==> config.mk <==
export PLATFORM = sky130hd
export DESIGN_NAME = gpt_timers
export DESIGN_NICKNAME = d
export VERILOG_FILES = /design/src/gpt_pkg.sv /design/src/gpt_tick_if.sv /design/src/gpt_prescaler.sv /design/src/gpt_timers.sv
export SDC_FILE = /design/constraint.sdc
export NUM_CORES = 1
export LEC_CHECK = 0
export BUFFER_PORTS_ARGS = -buffer_cell sky130_fd_sc_hd__buf_4
export CORE_ASPECT_RATIO = 1.4
export CORE_MARGIN = 4
export CORE_UTILIZATION = 55
export CTS_CLUSTER_DIAMETER = 120
export CTS_CLUSTER_SIZE = 8
export DETAILED_ROUTE_END_ITERATION = 6
export PLACE_DENSITY = 0.74
export SLEW_MARGIN = 20
export SYNTH_ARGS = -nofsm -noshare
export SYNTH_HDL_FRONTEND = slang
export SYNTH_HIERARCHICAL = 1
export SYNTH_SLANG_ARGS = --single-unit
export TNS_END_PERCENT = 100
==> constraint.sdc <==
create_clock -name pclk -period 8.6 [get_ports pclk]
set_clock_uncertainty 0.1 [all_clocks]
set_input_delay 1.72 -clock pclk [delete_from_list [all_inputs] [get_ports pclk]]
set_output_delay 1.72 -clock pclk [all_outputs]
set_load 0.1 [all_outputs]
==> src/gpt_pkg.sv <==
/*
  gpt_pkg: constants, register map, field layout and helper functions
  for the general purpose timer block.
  assumes: shared by the timer top, its prescaler and their interface.
*/
package gpt_pkg;

  // ==========================================================
  // bus widths and timer numbering
  localparam int ADDR_W = 8;
  localparam int DATA_W = 32;
  localparam int PS_W = 2;
  localparam int NUM_TMR = 5;
  localparam int T_SOLO = 0;
  localparam int T_A_EVEN = 1;
  localparam int T_A_ODD = 2;
  localparam int T_B_EVEN = 3;
  localparam int T_B_ODD = 4;

  // ==========================================================
  // register map: three words per timer, then the flag word
  localparam logic [7:0] OFS_STRIDE = 8'h0C;
  localparam logic [7:0] OFS_CTRL = 8'h00;
  localparam logic [7:0] OFS_COUNT = 8'h04;
  localparam logic [7:0] OFS_PERIOD = 8'h08;
  localparam logic [7:0] OFS_FLAGS = 8'h3C;

  // ==========================================================
  // control word fields
  localparam int RUN_BIT = 15;
  localparam int IDLE_BIT = 13;
  localparam int GATE_BIT = 6;
  localparam int PS_HI = 5;
  localparam int PS_LO = 4;
  localparam int WIDE_BIT = 3;
  localparam int SYNC_BIT = 2;
  localparam int SRC_BIT = 1;
  localparam logic [15:0] MASK_SOLO = 16'hA076;
  localparam logic [15:0] MASK_EVEN = 16'hA07A;
  localparam logic [15:0] MASK_ODD = 16'hA072;
  localparam logic [15:0] PERIOD_RST = 16'hFFFF;

  // ==========================================================
  // prescaler terminal counts for 1:1, 1:8, 1:64, 1:256
  localparam logic [7:0] PS_TERM_1 = 8'h00;
  localparam logic [7:0] PS_TERM_8 = 8'h07;
  localparam logic [7:0] PS_TERM_64 = 8'h3F;
  localparam logic [7:0] PS_TERM_256 = 8'hFF;

  typedef enum {GPT_TIMER, GPT_GATED, GPT_SYNC_CNT, GPT_ASYNC_CNT}
    gpt_mode_type;

  // ==========================================================
  // helpers
  function automatic logic [7:0] gpt_ps_term(input logic [PS_W-1:0] sel);
    case (sel)
      2'h3: return PS_TERM_256;
      2'h2: return PS_TERM_64;
      2'h1: return PS_TERM_8;
      default: return PS_TERM_1;
    endcase
  endfunction : gpt_ps_term

  function automatic gpt_mode_type gpt_mode(input logic [15:0] c);
    if (!c[SRC_BIT])
      return c[GATE_BIT] ? GPT_GATED : GPT_TIMER;
    return c[SYNC_BIT] ? GPT_SYNC_CNT : GPT_ASYNC_CNT;
  endfunction : gpt_mode

  function automatic logic [7:0] gpt_reg_addr(input int idx,
                                              input logic [7:0] fld);
    return 8'(idx * 12) + fld;
  endfunction : gpt_reg_addr

endpackage : gpt_pkg

==> src/gpt_tick_if.sv <==
/*
  gpt_tick_if: count enable from a timer's control logic to its
  prescaler, and the prescaled count strobe back.
  assumes: one pclk domain on both sides.
*/
`timescale 1ns/1ns
interface gpt_tick_if;
  logic run;
  logic sync_en;
  logic tick_in;
  logic [gpt_pkg::PS_W-1:0] prescale_sel;
  logic ptick;
  modport core (input run, input sync_en, input tick_in,
                input prescale_sel, output ptick);
  modport ctrl (output run, output sync_en, output tick_in,
                output prescale_sel, input ptick);
endinterface : gpt_tick_if

==> src/gpt_prescaler.sv <==
/*
  gpt_prescaler: input clock divider of one timer, with optional
  two-stage synchronisation of its output.
  assumes: tick_in is a count enable on pclk, one tick per high cycle.
*/
`timescale 1ns/1ns
module gpt_prescaler (
  input wire logic pclk,
  input wire logic presetn,
  gpt_tick_if.core tk
);
  import gpt_pkg::*;

  typedef struct packed {
    logic [7:0] div;
    logic fire;
    logic [1:0] sync;
  } gpt_pre_type;

  gpt_pre_type r_reg;
  gpt_pre_type r_next;

  // ==========================================================
  // divider: the count restarts whenever the timer is stopped
  always_comb
  begin
    r_next = r_reg;
    r_next.fire = 1'b0;
    if (!tk.run)
      r_next.div = 8'h00;
    else if (tk.tick_in)
    begin
      if (r_reg.div >= gpt_ps_term(tk.prescale_sel))
      begin
        r_next.div = 8'h00;
        r_next.fire = 1'b1;
      end
      else
        r_next.div = r_reg.div + 8'h01;
    end
    // sync stage sits behind the divider, not in front of it
    r_next.sync = {r_reg.sync[0], r_reg.fire};
  end

  always_ff @(posedge pclk or negedge presetn)
  begin
    if (!presetn)
      r_reg <= '0;
    else
      r_reg <= r_next;
  end

  // unsynced path costs no latency; synced adds two cycles
  assign tk.ptick = tk.sync_en ? r_reg.sync[1] : r_reg.fire;
endmodule : gpt_prescaler

==> src/gpt_timers.sv <==
/*
  gpt_timers: one standalone 16-bit timer and two timer pairs that
  run as 16-bit timers or join into 32-bit timers, behind APB.
  assumes: APB master on pclk; count pins and the idle and sleep
  levels are synchronous to pclk.
*/
// The APB slave port and the register offsets are this design's own decisions.
`timescale 1ns/1ns
// ============================================================
// Function
// - standalone timer is a 16-bit free running timer or event counter
// - mode comes from source, gate and sync control bits
// - timer modes use internal clock; counter modes use the count pin
// - external source counts on rising edges of the count pin
// - external input may be unsynced; syncing follows the prescaler
// - run bit 15 starts the standalone timer, clearing it stops it
// - idle-stop bit 13 halts the timer during idle when set
// - gate bit 6 enables gated accumulation, ignored on external source
// - prescale bits 5-4 divide by 1, 8, 64 or 256
// - sync bit 2 syncs the external input, ignored on internal source
// - source bit 1 picks count pin when set, internal clock when clear
// - standalone count writes ignored while running as synchronous counter
// - unimplemented standalone control bits read as zero
// - pairs run as two 16-bit timers, 32-bit timer or counter
// - even timer is the low word, odd timer the high word
// - 32-bit pair obeys even control, clock and gate; odd ignored
// - 32-bit pair raises its event on the odd timer's flag
// - 32-bit pair flags when count matches its 32-bit period
// - only the first pair triggers the converter
// - only the four paired timers request DMA transfers
// - only the first pair supplies capture and compare time bases
// - paired timers keep running in idle per idle-stop; in sleep only on the count pin
// - even control bit 3 joins the pair into one 32-bit timer
module gpt_timers (
  input wire logic pclk,
  input wire logic presetn,
  input wire logic [gpt_pkg::ADDR_W-1:0] paddr,
  input wire logic psel,
  input wire logic penable,
  input wire logic pwrite,
  input wire logic [gpt_pkg::DATA_W-1:0] pwdata,
  output logic [gpt_pkg::DATA_W-1:0] prdata,
  output logic pready,
  output logic pslverr,
  input wire logic [gpt_pkg::NUM_TMR-1:0] ext_count_pin,
  input wire logic device_idle,
  input wire logic device_sleep,
  output logic [gpt_pkg::NUM_TMR-1:0] irq_flag,
  output logic adc1_trigger,
  output logic [3:0] dma_req,
  output logic [15:0] time_base_a_even,
  output logic [15:0] time_base_a_odd
);
  import gpt_pkg::*;

  typedef struct packed {
    logic [NUM_TMR-1:0][15:0] ctrl;
    logic [NUM_TMR-1:0][15:0] cnt;
    logic [NUM_TMR-1:0][15:0] per;
    logic [NUM_TMR-1:0] flag;
    logic [NUM_TMR-1:0] pin_prev;
    logic [3:0] dma;
    logic adc;
    logic [1:0][15:0] base;
    logic [31:0] prdata;
    logic pready;
    logic pslverr;
  } gpt_state_type;

  gpt_state_type s_reg;
  gpt_state_type s_next;

  gpt_tick_if tif [NUM_TMR] ();

  logic wide_a;
  logic wide_b;
  logic [NUM_TMR-1:0] in_wide;
  logic [NUM_TMR-1:0][15:0] eff;
  logic [NUM_TMR-1:0] pin_now;
  logic [NUM_TMR-1:0] pin_old;
  logic [NUM_TMR-1:0] run_ok;
  logic [NUM_TMR-1:0] gated;
  logic [NUM_TMR-1:0] rise;
  logic [NUM_TMR-1:0] fall;
  logic [NUM_TMR-1:0] ptick;
  logic [NUM_TMR-1:0] ev;
  logic [NUM_TMR-1:0] cnt_wr;
  logic [NUM_TMR-1:0] hit_ctrl;
  logic [NUM_TMR-1:0] hit_cnt;
  logic [NUM_TMR-1:0] hit_per;
  logic hit_flags;
  logic acc;
  logic wr;
  logic solo_sync_run;

  // count step shared by 16- and 32-bit paths: {match, next count}
  function automatic logic [32:0] gpt_step(input logic [31:0] c,
                                           input logic [31:0] p);
    if (c == p)
      return {1'b1, 32'h0000_0000};
    return {1'b0, c + 32'h0000_0001};
  endfunction : gpt_step

  // ==========================================================
  // effective control per timer: a joined odd timer follows its even
  always_comb
  begin
    wide_a = s_reg.ctrl[T_A_EVEN][WIDE_BIT];
    wide_b = s_reg.ctrl[T_B_EVEN][WIDE_BIT];
    in_wide = {wide_b, wide_b, wide_a, wide_a, 1'b0};
    for (int i = 0; i < NUM_TMR; i++)
    begin
      eff[i] = s_reg.ctrl[i];
      pin_now[i] = ext_count_pin[i];
      pin_old[i] = s_reg.pin_prev[i];
      // odd control, clock and gate pin ignored when joined
      if (in_wide[i] && (i == T_A_ODD || i == T_B_ODD))
      begin
        eff[i] = s_reg.ctrl[i - 1];
        pin_now[i] = ext_count_pin[i - 1];
        pin_old[i] = s_reg.pin_prev[i - 1];
      end
      // idle halts only when idle-stop is set (even bit for a pair)
      run_ok[i] = eff[i][RUN_BIT] && !(device_idle && eff[i][IDLE_BIT]);
      gated[i] = !eff[i][SRC_BIT] && eff[i][GATE_BIT];
      rise[i] = pin_now[i] && !pin_old[i];
      fall[i] = !pin_now[i] && pin_old[i];
    end
    solo_sync_run = gpt_mode(s_reg.ctrl[T_SOLO]) == GPT_SYNC_CNT
                    && s_reg.ctrl[T_SOLO][RUN_BIT];
  end

  // ==========================================================
  // count sources and prescalers, one per timer
  for (genvar g = 0; g < NUM_TMR; g++)
  begin : g_tmr
    // a joined odd prescaler stays cleared so no stray tick leaks out
    assign tif[g].run = eff[g][RUN_BIT]
      && !(in_wide[g] && (g == T_A_ODD || g == T_B_ODD));
    assign tif[g].prescale_sel = eff[g][PS_HI:PS_LO];
    // pairs only count synchronously; the standalone may run unsynced
    assign tif[g].sync_en = eff[g][SRC_BIT]
      && (g != T_SOLO || eff[g][SYNC_BIT]);
    // pin edges when external, else internal clock (stops in sleep)
    assign tif[g].tick_in = run_ok[g] && (eff[g][SRC_BIT] ? rise[g]
      : (!device_sleep && (!eff[g][GATE_BIT] || pin_now[g])));
    assign ptick[g] = tif[g].ptick;
    gpt_prescaler u_pre (
      .pclk(pclk),
      .presetn(presetn),
      .tk(tif[g])
    );
  end

  // ==========================================================
  // address decode
  always_comb
  begin
    hit_ctrl = '0;
    hit_cnt = '0;
    hit_per = '0;
    hit_flags = (paddr == OFS_FLAGS);
    for (int i = 0; i < NUM_TMR; i++)
    begin
      if (paddr == gpt_reg_addr(i, OFS_CTRL))
        hit_ctrl[i] = 1'b1;
      else if (paddr == gpt_reg_addr(i, OFS_COUNT))
        hit_cnt[i] = 1'b1;
      else if (paddr == gpt_reg_addr(i, OFS_PERIOD))
        hit_per[i] = 1'b1;
    end
  end

  // ==========================================================
  // next state: counting, events, bus reads and writes
  always_comb
  begin
    logic [32:0] st;
    logic [15:0] msk;
    logic [NUM_TMR-1:0] clr;
    st = '0;
    msk = MASK_SOLO;
    clr = '0;
    s_next = s_reg;
    ev = '0;
    // ready is held one cycle only, so every access has one wait
    acc = psel && penable;
    wr = acc && s_reg.pready && pwrite;
    s_next.pready = acc && !s_reg.pready;
    s_next.pin_prev = ext_count_pin;
    for (int i = 0; i < NUM_TMR; i++)
    begin
      // gate falling edge ends an accumulation; a joined even stays quiet
      if (!(in_wide[i] && (i == T_A_EVEN || i == T_B_EVEN)))
        ev[i] = gated[i] && run_ok[i] && fall[i];
      // separate 16-bit timers
      if (!in_wide[i] && ptick[i])
      begin
        st = gpt_step({16'h0000, s_reg.cnt[i]}, {16'h0000, s_reg.per[i]});
        s_next.cnt[i] = st[15:0];
        ev[i] = ev[i] || st[32];
      end
    end
    // joined pairs: even is the low word and supplies the count edge
    for (int p = T_A_EVEN; p <= T_B_EVEN; p += 2)
    begin
      if (in_wide[p] && ptick[p])
      begin
        st = gpt_step({s_reg.cnt[p + 1], s_reg.cnt[p]},
                      {s_reg.per[p + 1], s_reg.per[p]});
        {s_next.cnt[p + 1], s_next.cnt[p]} = st[31:0];
        ev[p + 1] = ev[p + 1] || st[32];
      end
    end
    // reads answer in the first access cycle, held while ready
    if (acc && !s_reg.pready)
    begin
      s_next.prdata = '0;
      for (int i = 0; i < NUM_TMR; i++)
      begin
        if (hit_ctrl[i])
          s_next.prdata[15:0] = s_reg.ctrl[i];
        else if (hit_cnt[i])
          s_next.prdata[15:0] = s_reg.cnt[i];
        else if (hit_per[i])
          s_next.prdata[15:0] = s_reg.per[i];
      end
      if (hit_flags)
        s_next.prdata[NUM_TMR-1:0] = s_reg.flag;
      s_next.pslverr = !(|{hit_ctrl, hit_cnt, hit_per, hit_flags});
    end
    else if (!acc)
      s_next.pslverr = 1'b0;
    // writes take effect at the edge where ready is seen high
    for (int i = 0; i < NUM_TMR; i++)
    begin
      msk = (i == T_SOLO) ? MASK_SOLO
          : ((i == T_A_EVEN || i == T_B_EVEN) ? MASK_EVEN : MASK_ODD);
      cnt_wr[i] = wr && hit_cnt[i]
                  && !(i == T_SOLO && solo_sync_run);
      if (wr && hit_ctrl[i])
        s_next.ctrl[i] = pwdata[15:0] & msk;
      if (cnt_wr[i])
        s_next.cnt[i] = pwdata[15:0];
      if (wr && hit_per[i])
        s_next.per[i] = pwdata[15:0];
    end
    if (wr && hit_flags)
      clr = pwdata[NUM_TMR-1:0];
    // a flag set in the same cycle as its clear stays set
    s_next.flag = (s_reg.flag & ~clr) | ev;
    s_next.dma = ev[T_B_ODD:T_A_EVEN];
    s_next.adc = ev[T_A_ODD];
    s_next.base = {s_next.cnt[T_A_ODD], s_next.cnt[T_A_EVEN]};
  end

  // ==========================================================
  // state register
  always_ff @(posedge pclk or negedge presetn)
  begin
    if (!presetn)
    begin
      s_reg <= '0;
      s_reg.per <= {NUM_TMR{PERIOD_RST}};
    end
    else
      s_reg <= s_next;
  end

  // every output is a flop of the state word
  assign prdata = s_reg.prdata;
  assign pready = s_reg.pready;
  assign pslverr = s_reg.pslverr;
  assign irq_flag = s_reg.flag;
  assign adc1_trigger = s_reg.adc;
  assign dma_req = s_reg.dma;
  assign time_base_a_even = s_reg.base[0];
  assign time_base_a_odd = s_reg.base[1];
endmodule : gpt_timers

==> impl_metrics.yaml <==
routing:
  drc_errors: 0
  first_pass_iters: 6
  drt_iter0_drc: 1640
  totalWireLength_um: 60800
  viasPerCell: 6.71
  vias: 16200
  postRouteAntennaNets: 0
  avgRoutedWirePerCell_um: 25.1
logic_synthesis:
  synth-edff-count: 0
  ys_types: 99
  synth-seq-cells: 280
  synth.cell_area_sq_um: 18400
  ys_warn_count: 6
  synthCells: 1980
  synth.avg_cell_area_sq_um: 9.32
  synthArstFlopShare_pct: 100
  synth_flop_cell: "dfrtp_1"
  synth_seq_area_share_pct: 38.5
clock_network:
  post_cts_resized: 0
  clk-insertion-delay-late_ns: 0.54
  cts_buffer_depth: 3
  numCtsBuffers: 40
  hold_buffers: 0
  clk_pin_slew_worst_paths_ns: 0.05
  htree_levels: 2
  postCtsSetupBuffers: 0
  cts_tree: "built"
  cts.sinks: 280
  clockRootBuffer: "clkbuf_16"
global_route:
  grt_pass1_vias: 15700
  grt_pass1_wl_um: 93100
  grt.total_usage_pct: 32.6
  grt_max_degree: 161
  antenna_found_initial: 1
  overflow: 0
worst_setup_path:
  crit_slowest_cell: "nor2_1"
  worstPathArrival_ns: 4.79
  worst-path-max-fanout: 15
  critical_path_class: "in2reg"
  cp.required_ns: 8.90
  crit_buf_inv: 2
  endpoint_kind: "flop"
  path_delay_family: "simple AND/OR/NAND/NOR gates"
  startpoint_type: "input pin"
  path_cells: "buf_4, clkinv_1, nor3_2, nand2_1, nor2_1, nor2_1, nand2_1, o21ai_0"
  slowest_delay_ns: 0.95
final_layout:
  drive_gt1_share_pct: 22.7
  largest_register_ffs: 142
  syn_to_final_growth_pct: 8.06
  fin_nets: 2037
  diodes: 0
timing:
  slew_violations: 0
  rsz0062_at_grt: "false"
  setup_tns_ns: 0
  period_minus_slack_ns: 4.49
  slew_headroom_pct: 28.1
  fin_crit_sh_pct: 52.2
  setup_violations: 0
  setup_ws_ns: 4.11
  max_freq_mhz: 223
  hold_viol: 0
  tightestPinTransition_ns: 1.07
power:
  power_switching_mw: 0.790
  p_leak_nw: 8.24
  pwr-share-clk_pct: 48.3
  switching_share_pct: 25.9
  p_seq_share_pct: 44.1
  powerDensity_nw_per_um2: 153
  p_int_mw: 2.26
  pwr-share-comb_pct: 7.6
  ir_drop_uv: 143
die:
  ios: 128
  initial_core_util_pct: 55.5
  die-area_sq_um: 36600
  die_x_um: 163
  core-area_sq_um: 33200
  die_y_um: 225
  rows: 79
placed_design:
  dp_hpwl_um: 42900
  pre_cts_ws_ns: 3.63
  gp_congestion: 0.967
  portBuffers: 95
run:
  drv_cap: 0
run_status:
  status: "completed"
min_path:
  hold_path_class: "reg2reg"
[power groups by stage]
stage	Combinational, mW	Clock, mW	Sequential, mW
detailed placement	0.229	0	1.37
CTS	0.230	1.49	1.35
floorplan	0.150	0	1.36
finish	0.231	1.48	1.35
global route	0.242	1.55	1.35
global placement	0.228	0	1.37
[final cells by class]
cell class	instances	area (sq um)
Clock buffer	70	1130
Clock inverter	2	17.5
Multi-Input combinational cell	1484	10200
Timing Repair Buffer	106	816
Tap cell	445	557
Fill cell	2941	13300
Inverter	33	124
Sequential cell	280	7110
[through the flow]
stage                     cells  hold WS (ns)  util [%]  instance area, sq um  power (mW)
after floorplan            1995         0.231         -                 18500        1.51
after global placement     2348         0.233      56.5                 18800        1.59
after detailed placement   2348         0.236      56.5                 18800        1.60
after CTS                  2420         0.247      60.0                 19900        3.07
after global routing       2420         0.258      60.0                 19900        3.14
final                      2420         0.245      60.0                 19900        3.05
[worst paths after layout]
kind | start | end | slack [ns] | cells after the start
min in group asynchronous | presetn | time_base_a_odd[10] | 1.03 | 1
worst min register to register | g_tmr[1].u_pre/r_next[1] | g_tmr[1].u_pre/r_reg[1] | 0.24 | 0
worst max-delay path | paddr[3] | time_base_a_odd[4] | 4.11 | 8
worst min-delay path | g_tmr[1].u_pre/r_next[1] | g_tmr[1].u_pre/r_reg[1] | 0.24 | 0
max in group asynchronous | presetn | irq_flag[0] | 6.02 | 2
worst max register to register | time_base_a_odd[10] | time_base_a_even[14] | 5.13 | 7
[layer usage]
layer / global-route usage [%] / wire length, um / share of wire, %
met5: 0 / 0 / 0
met4: 17.7 / 3920 / 6.4
met3: 5.39 / 4680 / 7.7
met2: 52.7 / 28800 / 47
met1: 42.0 / 23400 / 39
[placed cells by master, fill, tap and decap left out, types with 56 or more instances in the layout]
master and n:
mux2_2 126, xor2_1 71, a21oi_1 118, o21ai_0 114
dfstp_2 80, nand3_1 56, nor2_1 123, buf_4 104
nand2_1 190, dfrtp_1 200
[synthesized netlist by cell type (all sizes together), types with 15 or more instances]
cell,n,share of area [%]
xnor2,30,1.4
clkbuf,72,1.5
nor3,37,1.2
inv,31,0.63
nor2,138,3.1
nand4,24,0.81
o211ai,18,0.73
and3,40,1.4
mux2,126,7.7
nor2b,24,0.81
a31o,27,1.3
o21ai,131,3.6
or3,15,0.51
o22ai,20,0.68
a221oi,44,2.3
a21oi,121,3.3
ha,40,2.7
xor2,71,3.4
nand2,192,3.9
dfstp,80,11
nand3,61,1.9
dfrtp,200,27
a22oi,35,1.4
buf,126,4.6
a31oi,22,0.75
nor4,25,1.0
[cell families (layout without fill, tap and decap cells)]
family                     Yosys count  count (layout)  synth area share [%]
other                                1              16                0.0203
DFF                                280             280                  38.5
muxes                              132             132                  8.02
buffers and inverters              231             211                  6.69
and+or+nand+nor                    649             649                  19.1
xor gates and xnor gates           101             101                  4.80
AOI/OAI and AO/OA                  546             546                  20.2
adders and majority gates           40              40                  2.71
No activity file was read; power rests on OpenSTA's default activity.
